$ cat config.mk
export PLATFORM = sky130hd
export DESIGN_NAME = mas_media_advance
export DESIGN_NICKNAME = d
export VERILOG_FILES = /design/src/rtl/mas_pkg.sv /design/src/rtl/mas_retrig_timer.sv /design/src/rtl/mas_media_advance.sv
export SDC_FILE = /design/constraint.sdc
export NUM_CORES = 1
export LEC_CHECK = 0
export ABC_AREA = 1
export BUFFER_PORTS_ARGS = -buffer_cell sky130_fd_sc_hd__buf_2
export CORE_MARGIN = 5
export CORE_UTILIZATION = 45
export CTS_CLUSTER_DIAMETER = 30
export DETAILED_ROUTE_END_ITERATION = 8
export HOLD_SLACK_MARGIN = 0.03
export PLACE_DENSITY = 0.62
export REMOVE_ABC_BUFFERS = 1
export SYNTH_ARGS = -nofsm -noshare
export SYNTH_HDL_FRONTEND = slang
export SYNTH_SLANG_ARGS = --single-unit
$ cat constraint.sdc
create_clock -name sys_clk -period 2.92 [get_ports sys_clk]
set_input_delay 0.73 -clock sys_clk [delete_from_list [all_inputs] [get_ports sys_clk]]
set_output_delay 0.73 -clock sys_clk [all_outputs]
set_load 0.02 [all_outputs]
$ cat src/rtl/mas_pkg.sv
/*
  Constants and carrier types shared by the media advance stepper block.
  Assumes a 100 MHz system clock and byte-wide registers on a 16-bit address bus.
*/
package mas_pkg;
  // register addresses
  localparam logic [15:0] MAS_FFC_ADDR = 16'hFDC0;
  localparam logic [15:0] MAS_WIND_ADDR = 16'hFDC1;
  localparam logic [15:0] MAS_JSA_ADDR = 16'hFDC2;
  // field positions
  localparam int MAS_FLAG_BIT = 7;
  localparam int MAS_STAT_BIT = 6;
  localparam int MAS_WIND_W = 4;
  localparam int MAS_JS_DIV_W = 5;
  localparam int MAS_JS_DIV = 32;
  // reset values
  localparam logic [3:0] MAS_WIND_RST = 4'h0;
  localparam logic [7:0] MAS_RDATA_RST = 8'h00;
  localparam logic [4:0] MAS_JS_DIV_RST = 5'h00;
  // timing
  localparam int MAS_CLK_PERIOD_NS = 10;
  localparam int MAS_ADV_PERIOD_MS = 1;
  localparam int MAS_DRIVE_HOLD_MS = 50;
  localparam int MAS_PAPER_TIMEOUT_MS = 500;
  localparam int MAS_NS_PER_MS = 1000000;
  localparam int MAS_ADV_CYC = MAS_ADV_PERIOD_MS * MAS_NS_PER_MS / MAS_CLK_PERIOD_NS;
  localparam int MAS_DRIVE_CYC = MAS_DRIVE_HOLD_MS * MAS_NS_PER_MS / MAS_CLK_PERIOD_NS;
  localparam int MAS_PAPER_CYC = MAS_PAPER_TIMEOUT_MS * MAS_NS_PER_MS / MAS_CLK_PERIOD_NS;

  typedef struct packed {
    logic [15:0] addr;
    logic write_n;
    logic transfer_strobe_n;
    logic [7:0] wdata;
  } mas_bus_s;

  typedef struct packed {
    logic ff_mask;
    logic ff_flag;
    logic [31:0] adv_cnt;
    logic js_mask;
    logic js_flag;
    logic js_dir;
    logic [4:0] js_div;
    logic rate_d;
    logic strb_d;
    logic [3:0] winding;
    logic oop;
    logic [7:0] rdata;
    logic irq_n;
  } mas_state_s;
endpackage

$ cat src/rtl/mas_retrig_timer.sv
/*
  Retriggerable one-shot timer: running stays high for COUNT cycles after the last trigger.
  Assumes trigger is synchronous to sys_clk.
*/
`timescale 1ns/1ps
module mas_retrig_timer #(
  parameter int COUNT = 16,
  parameter bit ARMED_AT_RESET = 1'b0
) (
  input wire logic sys_clk,
  input wire logic rst_n,
  input wire logic trigger,
  output logic running
);
  typedef struct packed {
    logic [31:0] left;
    logic run;
  } mas_tmr_s;

  localparam logic [31:0] LOAD = 32'(COUNT);
  localparam mas_tmr_s RST_VAL = ARMED_AT_RESET ? mas_tmr_s'{left: LOAD, run: 1'b1} :
    mas_tmr_s'{left: 32'h0, run: 1'b0};

  mas_tmr_s st_r;
  mas_tmr_s st_nxt;

  always_comb begin
    st_nxt = st_r;
    if (trigger) begin
      st_nxt.left = LOAD;
    end else if (st_r.left != 32'h0) begin
      st_nxt.left = st_r.left - 32'h1;
    end
    st_nxt.run = (st_nxt.left != 32'h0);
  end

  always_ff @(posedge sys_clk or negedge rst_n) begin
    if (!rst_n) begin
      st_r <= RST_VAL;
    end else begin
      st_r <= st_nxt;
    end
  end

  assign running = st_r.run;
endmodule

$ cat src/rtl/mas_media_advance.sv
/*
  Media advance stepper controller: advance clock, joystick divider, winding register,
  drive timer and out-of-paper capture behind three byte registers.
  Assumes bus inputs and pins are synchronous to sys_clk; one access per strobe assertion.
*/
// Summary of operation
// - control bit 7 reads advance clock flag, set every 1 ms, level 6.
// - advance flag clears on control read, reset, or mask written zero.
// - control bit 7 write enables advance clock and flag; reset clears it.
// - control bit 6 reads out-of-paper; bits 0 to 5 read zero.
// - winding register write-only; bits 0-3 drive windings, 4-7 ignored.
// - joystick bit 7 reads incremental flag; clears on read, reset, mask zero.
// - joystick bit 7 write enables rate interrupts; reset clears mask and divider.
// - joystick bit 6 reports deflection direction captured with the request.
// - joystick rate pulses divided by 32; each divided pulse raises request while joystick mask set.
// - each winding write retriggers 50 ms full-drive timer.
// - with no winding write for 50 ms, full drive drops to holding.
// - 0.5 s paper-motion timer restarts on each sprocket pulse.
// - paper timeout sampled into status only on winding register write.
// - after motor stops, later timeout is not captured; status keeps its last sampled value.
// - write-select picks read or write path; data strobe qualifies transfer.
`timescale 1ns/1ps
module mas_media_advance import mas_pkg::*; #(
  parameter int ADV_CYC = MAS_ADV_CYC,
  parameter int DRIVE_CYC = MAS_DRIVE_CYC,
  parameter int PAPER_CYC = MAS_PAPER_CYC
) (
  input wire logic sys_clk,
  input wire logic rst_n,
  input wire mas_bus_s bus,
  input wire logic joystick_rate_pulse_n,
  input wire logic joystick_positive_dir,
  input wire logic sprocket_pulse,
  output logic [7:0] read_data,
  output logic irq_level6_n,
  output logic [3:0] winding_drive,
  output logic full_drive
);
  localparam mas_state_s RST_STATE = '{
    ff_mask: 1'b0, ff_flag: 1'b0, adv_cnt: 32'h0,
    js_mask: 1'b0, js_flag: 1'b0, js_dir: 1'b0, js_div: MAS_JS_DIV_RST,
    rate_d: 1'b1, strb_d: 1'b1, winding: MAS_WIND_RST, oop: 1'b0,
    rdata: MAS_RDATA_RST, irq_n: 1'b1};
  localparam logic [31:0] ADV_LAST = 32'(ADV_CYC - 1);
  localparam logic [4:0] JS_DIV_LAST = 5'(MAS_JS_DIV - 1);

  mas_state_s st_r;
  mas_state_s st_nxt;
  logic take;
  logic rd_ffc;
  logic rd_jsa;
  logic wr_ffc;
  logic wr_wind;
  logic wr_jsa;
  logic adv_tick;
  logic rate_fall;
  logic js_set;
  logic paper_running;

  // one access per strobe assertion, direction from write-select
  assign take = st_r.strb_d & ~bus.transfer_strobe_n;
  assign rd_ffc = take & bus.write_n & (bus.addr == MAS_FFC_ADDR);
  assign rd_jsa = take & bus.write_n & (bus.addr == MAS_JSA_ADDR);
  assign wr_ffc = take & ~bus.write_n & (bus.addr == MAS_FFC_ADDR);
  assign wr_wind = take & ~bus.write_n & (bus.addr == MAS_WIND_ADDR);
  assign wr_jsa = take & ~bus.write_n & (bus.addr == MAS_JSA_ADDR);

  assign adv_tick = st_r.ff_mask & (st_r.adv_cnt == ADV_LAST);
  assign rate_fall = st_r.rate_d & ~joystick_rate_pulse_n;
  assign js_set = rate_fall & (st_r.js_div == JS_DIV_LAST) & st_r.js_mask;

  mas_retrig_timer #(
    .COUNT(DRIVE_CYC),
    .ARMED_AT_RESET(1'b0)
  ) u_drive_timer (
    .sys_clk(sys_clk),
    .rst_n(rst_n),
    .trigger(wr_wind),
    .running(full_drive)
  );

  // armed at reset so the first winding write does not report a false timeout
  mas_retrig_timer #(
    .COUNT(PAPER_CYC),
    .ARMED_AT_RESET(1'b1)
  ) paper_motion_timer (
    .sys_clk(sys_clk),
    .rst_n(rst_n),
    .trigger(sprocket_pulse),
    .running(paper_running)
  );

  always_comb begin
    st_nxt = st_r;
    st_nxt.strb_d = bus.transfer_strobe_n;
    st_nxt.rate_d = joystick_rate_pulse_n;
    // advance clock, held at zero while masked
    if (!st_r.ff_mask || adv_tick) begin
      st_nxt.adv_cnt = 32'h0;
    end else begin
      st_nxt.adv_cnt = st_r.adv_cnt + 32'h1;
    end
    if (wr_ffc) begin
      st_nxt.ff_mask = bus.wdata[MAS_FLAG_BIT];
    end
    // set wins over read or mask clear
    st_nxt.ff_flag = adv_tick | (st_r.ff_flag & ~(rd_ffc | (wr_ffc & ~bus.wdata[MAS_FLAG_BIT])));
    // joystick divider and request
    if (rate_fall) begin
      st_nxt.js_div = st_r.js_div + 5'h01;
    end
    if (wr_jsa) begin
      st_nxt.js_mask = bus.wdata[MAS_FLAG_BIT];
    end
    st_nxt.js_flag = js_set | (st_r.js_flag & ~(rd_jsa | (wr_jsa & ~bus.wdata[MAS_FLAG_BIT])));
    if (js_set) begin
      st_nxt.js_dir = joystick_positive_dir;
    end
    // winding write also samples the paper timeout
    if (wr_wind) begin
      st_nxt.winding = bus.wdata[MAS_WIND_W-1:0];
      st_nxt.oop = ~paper_running;
    end
    if (take && bus.write_n) begin
      if (bus.addr == MAS_FFC_ADDR) begin
        st_nxt.rdata = {st_r.ff_flag, st_r.oop, 6'h00};
      end else if (bus.addr == MAS_JSA_ADDR) begin
        st_nxt.rdata = {st_r.js_flag, st_r.js_dir, 6'h00};
      end else begin
        st_nxt.rdata = MAS_RDATA_RST;
      end
    end
    st_nxt.irq_n = ~(st_nxt.ff_flag | st_nxt.js_flag);
  end

  always_ff @(posedge sys_clk or negedge rst_n) begin
    if (!rst_n) begin
      st_r <= RST_STATE;
    end else begin
      st_r <= st_nxt;
    end
  end

  assign read_data = st_r.rdata;
  assign irq_level6_n = st_r.irq_n;
  assign winding_drive = st_r.winding;

  adv_flag_set_a: assert property (@(posedge sys_clk) disable iff (!rst_n)
    adv_tick |=> (st_r.ff_flag && !irq_level6_n))
    else $error("advance tick did not raise flag and request");

  adv_read_clr_a: assert property (@(posedge sys_clk) disable iff (!rst_n)
    (rd_ffc && !adv_tick) |=> !st_r.ff_flag)
    else $error("advance flag not cleared by read");

  adv_mask_off_a: assert property (@(posedge sys_clk) disable iff (!rst_n)
    (wr_ffc && !bus.wdata[MAS_FLAG_BIT] && !adv_tick) |=> (!st_r.ff_mask && !st_r.ff_flag) ##1 !st_r.ff_flag)
    else $error("masked advance clock still flags");

  ffc_read_data_a: assert property (@(posedge sys_clk) disable iff (!rst_n)
    rd_ffc |=> (read_data[5:0] == 6'h00 && read_data[MAS_STAT_BIT] == $past(st_r.oop)))
    else $error("control read shows wrong status");

  wind_write_a: assert property (@(posedge sys_clk) disable iff (!rst_n)
    wr_wind |=> (winding_drive == $past(bus.wdata[3:0])))
    else $error("winding register not loaded");

  js_request_a: assert property (@(posedge sys_clk) disable iff (!rst_n)
    js_set |=> (st_r.js_flag && st_r.js_dir == $past(joystick_positive_dir)))
    else $error("divided rate pulse did not raise request");

  js_read_clr_a: assert property (@(posedge sys_clk) disable iff (!rst_n)
    (rd_jsa && !js_set) |=> !st_r.js_flag)
    else $error("joystick flag not cleared by read");

  drive_on_a: assert property (@(posedge sys_clk) disable iff (!rst_n)
    wr_wind |=> full_drive [*8])
    else $error("full drive not held after winding write");

  oop_capture_a: assert property (@(posedge sys_clk) disable iff (!rst_n)
    wr_wind |=> (st_r.oop == !$past(paper_running)))
    else $error("out-of-paper not sampled on winding write");

  oop_hold_a: assert property (@(posedge sys_clk) disable iff (!rst_n)
    !wr_wind |=> $stable(st_r.oop))
    else $error("out-of-paper changed without winding write");

  adv_mask_on_a: assert property (@(posedge sys_clk) disable iff (!rst_n)
    (wr_ffc && bus.wdata[MAS_FLAG_BIT]) |=> st_r.ff_mask)
    else $error("advance clock not enabled by mask write");

  adv_masked_a: assert property (@(posedge sys_clk) disable iff (!rst_n)
    (!st_r.ff_mask && !st_r.ff_flag) |=> !st_r.ff_flag)
    else $error("masked advance clock raised flag");

  js_mask_off_a: assert property (@(posedge sys_clk) disable iff (!rst_n)
    (wr_jsa && !bus.wdata[MAS_FLAG_BIT] && !js_set) |=> !st_r.js_flag)
    else $error("joystick flag not cleared by mask write");

  js_masked_a: assert property (@(posedge sys_clk) disable iff (!rst_n)
    (!st_r.js_mask && !st_r.js_flag) |=> !st_r.js_flag)
    else $error("masked rate pulses raised request");

  js_dir_hold_a: assert property (@(posedge sys_clk) disable iff (!rst_n)
    !js_set |=> $stable(st_r.js_dir))
    else $error("direction changed without request");

  jsa_read_data_a: assert property (@(posedge sys_clk) disable iff (!rst_n)
    rd_jsa |=> (read_data == {$past(st_r.js_flag), $past(st_r.js_dir), 6'h00}))
    else $error("joystick read shows wrong bits");

  wind_hold_a: assert property (@(posedge sys_clk) disable iff (!rst_n)
    !wr_wind |=> $stable(winding_drive))
    else $error("winding register changed without write");

  drive_off_a: assert property (@(posedge sys_clk) disable iff (!rst_n)
    (!full_drive && !wr_wind) |=> !full_drive)
    else $error("full drive returned without winding write");
endmodule

==> run summary <==
The library cell used most frequently in the layout, excluding fill and tap cells, is nand2_1. Clock tree synthesis selected as its root buffer the cell clkbuf_16. The part of the power in the clock network came out at 48.3%. The buffer depth of the longest clock path came out at 2. In the synthesized netlist the dominant register cell turns out to be dfrtp_1. The area fraction of the dominant cell type after synthesis is 32.93%. The HPWL after detailed placement is 14.11 mm. The number of fill cells in the layout came out at 1751. Across every metal layer, demand over resource in global routing totals 20.20%. Synthesis inferred 118 register bits. The initial antenna violation count was 0.

The core region is 0.01712 mm^2. Detailed routing inserted a total of 7065 vias. The total leakage power came out at 4.325 nW.

Of the available clock period, the critical path in the final layout requires 81.53%. The count of antenna diodes in the layout came out at 0. The fraction of layout cells with a size suffix above 1 came out at 13.01%. The power per standard cell area is 504.7 mW/mm^2.

In the synthesized netlist the async set-or-reset flop fraction comes to 100.0%. The sequential cell fraction of total power is 40.7%. TritonCTS built the clock tree. The TritonCTS buffer count is 17. The number of distinct library cells after synthesis came out at 36. The launching element type of the critical path is a register. Along the worst path, the maximum fanout reaches 25. The I/O pin total is 45. The top cell types in the final layout, fill and taps aside, are nand2_1 (333), nor2_1 (209), inv_1 (156).

The total net switching power is 1.228 mW. Clock latency on the worst-skew pair, taken at its later pin, is 0.42 ns. The per-cell via count in the routed design came out at 4.934.

The warning count from the yosys run came out at 0. The switching share of power came out at 27.93%. The final antenna-violating net count came out at 0. Routability-driven placement finished with a final weighted congestion of 0.9491. The placement row count came out at 48. The first global-routing pass estimated 32.64 mm of wire. Yosys attributes the largest share of cell area to dfrtp_1 (33%), nand2_1 (16%), nor2_1 (10%), inv_1 (7.6%), nand3_1 (6.5%). The floorplan die width is 141.2 um.

The worst max-slew margin expressed relative to the limit is 55.11%. The post-layout net count is 1232. The maximum number of pins on one net before global-route repair came out at 119. The area of the die came out at 0.01995 mm^2. The count of placed standard cells including taps is 1400. The worst-case IR drop observed on VDD is 0.0004699 V. The transition time at the pin with the least slew margin came out at 0.6733 ns. The required arrival time at the worst endpoint is 3.21 ns. The final clock skew came out at 0.008493 ns.

The number of buffers added to fix hold violations after cts is 0. The share of the yosys chip area belonging to registers came out at 38.35%. The number of global-route vias before repair came out at 6763. For the finished layout, the period the worst path requires is 2.381 ns. After clock tree synthesis, the clock-pin slew on the worst setup and hold paths is 0.06 ns. The first-pass iteration count of the detailed router came out at 5. The initial detailed-routing violation count came out at 454. The internal power summed over all cells is 3.169 mW. The worst setup path is captured at a register. The number of hold violations in the final report is 0.

The number of clock sinks came out at 118. Timing would allow up to 420.0 MHz. The number of enable flip-flop cells after synthesis came out at 0. The design draws 4.397 mW. The final count of pins violating max slew is 0.

Buffers added to address setup during post-CTS repair amount to 0. The final setup violation count came out at 0. The number of non-filler instances in the completed layout is 1432. The initial utilization of the core area, before any placement, comes to 45.29%.

Wires add up to 19.14 mm. The share of total power dissipated in combinational logic is 11.0%. For this run, design rule violations remaining after detail routing come to 0. The final global-route overflow total came out at 0. For the final routed database, the setup TNS stands at 0 ns. The die is 141.2 um tall.

The critical path class is reg2reg. The number of H-tree levels came out at 4. The flow ran to the end, and the final reports show no timing, DRC or antenna violations. Dividing the detail-routed wire length by the instance count gives 13.37 um. The cell count after synthesis came out at 1153. The synthesized area divided by synthesized cell count came out at 6.723 um^2. The count of port buffers added during placement is 35.

The data arrival at the endpoint of the critical path is 2.67 ns. The area added between synthesis and finish came out at 12.38%. The area of the mapped netlist came out at 0.007751 mm^2.

The top cell type by total area after synthesis is dfrtp_1. The worst hold path belongs to the class in2async. The post-cts sizing count is 0. Max-cap violations in this run came to 0. Setup repair after global routing left no endpoint under its margin.
## cell usage after synthesis (15+ instances only)
cell type,n
nand3b_1,15
dfstp_2,16
nand2_1,333
nor2_1,209
nor2_2,21
inv_1,156
nor3_1,20
xor2_1,22
nand4_1,20
dfrtp_1,102
nand3_1,101
## cell type report
class                   count  area [um^2]  share of cell area, %
clock inverters            12        145.1                  1.666
well taps                 225        281.5                  3.232
repair buffers             45        265.3                  3.045
inverters                 169        634.4                  7.282
clock buffers              20        446.7                  5.128
multi-input cells         843         3965                  45.52
flip-flops and latches    118         2973                  34.13
## final timing paths
kind                                       start                     endpoint  slack [ns]  cells past startpoint
min in group sys_clk                      bus[8]                     st_r[14]        0.42                      1
hold reg to reg                         st_r[19]                     st_r[19]        0.47                      1
hold / removal                             rst_n  paper_motion_timer.st_r[27]        0.35                      2
setup reg to reg           u_drive_timer.st_r[1]        u_drive_timer.running        0.54                     13
max in group asynchronous                  rst_n       u_drive_timer.st_r[19]        2.03                      2
setup / recovery           u_drive_timer.st_r[1]        u_drive_timer.running        0.54                     13
## metal layers
layer	up-vias	track usage, %	part of all wire, %
li1	3646	-	-
met1	3232	28.60	49
met5	-	0	0
met4	0	6.272	1.7
met3	28	3.969	4.5
met2	159	31.30	45
## worst max-delay path, cell delays in order, from the launching register on
cell and delay [ns]:
dfrtp_1 0.41, inv_1 0.15, ha_1 0.18, inv_1 0.05, nor3_1 0.18, nand2_1 0.10, nor2_2 0.11, nand2_2 0.31
nand3_1 0.24, nand2_1 0.07, nor2_1 0.13, nand2_1 0.11, nor2_1 0.10, nand3_1 0.10
## sequential cells by signal (all words and copies together), names as in the netlist
register,cells
winding_drive,4
read_data,2
u_drive_timer.st_r,32
paper_motion_timer.running,1
u_drive_timer.running,1
paper_motion_timer.st_r,32
st_r,45
irq_level6_n,1
## logic make-up after synthesis
| group | Yosys count | share of synthesized area [%] |
|---|---|---|
| flip-flops | 118 | 38.35 |
| XOR/XNOR | 35 | 3.955 |
| other | 1 | 0.04838 |
| buffers and inverters | 197 | 10.73 |
| AO/OA/AOI/OAI | 32 | 2.147 |
| AND/OR/NAND/NOR | 760 | 43.20 |
| adder cells (fa/ha/maj) | 7 | 1.130 |
| multiplexers | 3 | 0.4358 |
## through the flow
step	setup WS, ns	area (um^2)	util, %	hold WS, ns
4_1_cts	0.5515	8711	50.89	0.4040
2_1_floorplan	0.7122	7572	-	0.4344
3_5_place_dp	0.2414	8119	47.43	0.4585
6_report	0.5393	8711	50.89	0.3528
5_1_grt	0.2760	8711	50.89	0.4029
3_3_place_gp	0.2540	8119	47.43	0.4588
## power by group through the flow
stage                     Sequential [mW]  Combinational (mW)  Clock [mW]
after floorplan                      1.80               0.336           0
after global placement               1.81               0.476           0
after detailed placement             1.81               0.482           0
after CTS                            1.79               0.485        2.16
after global routing                 1.80               0.558        2.24
final                                1.79               0.484        2.12
Note: power is estimated with default switching activity, not from simulation.
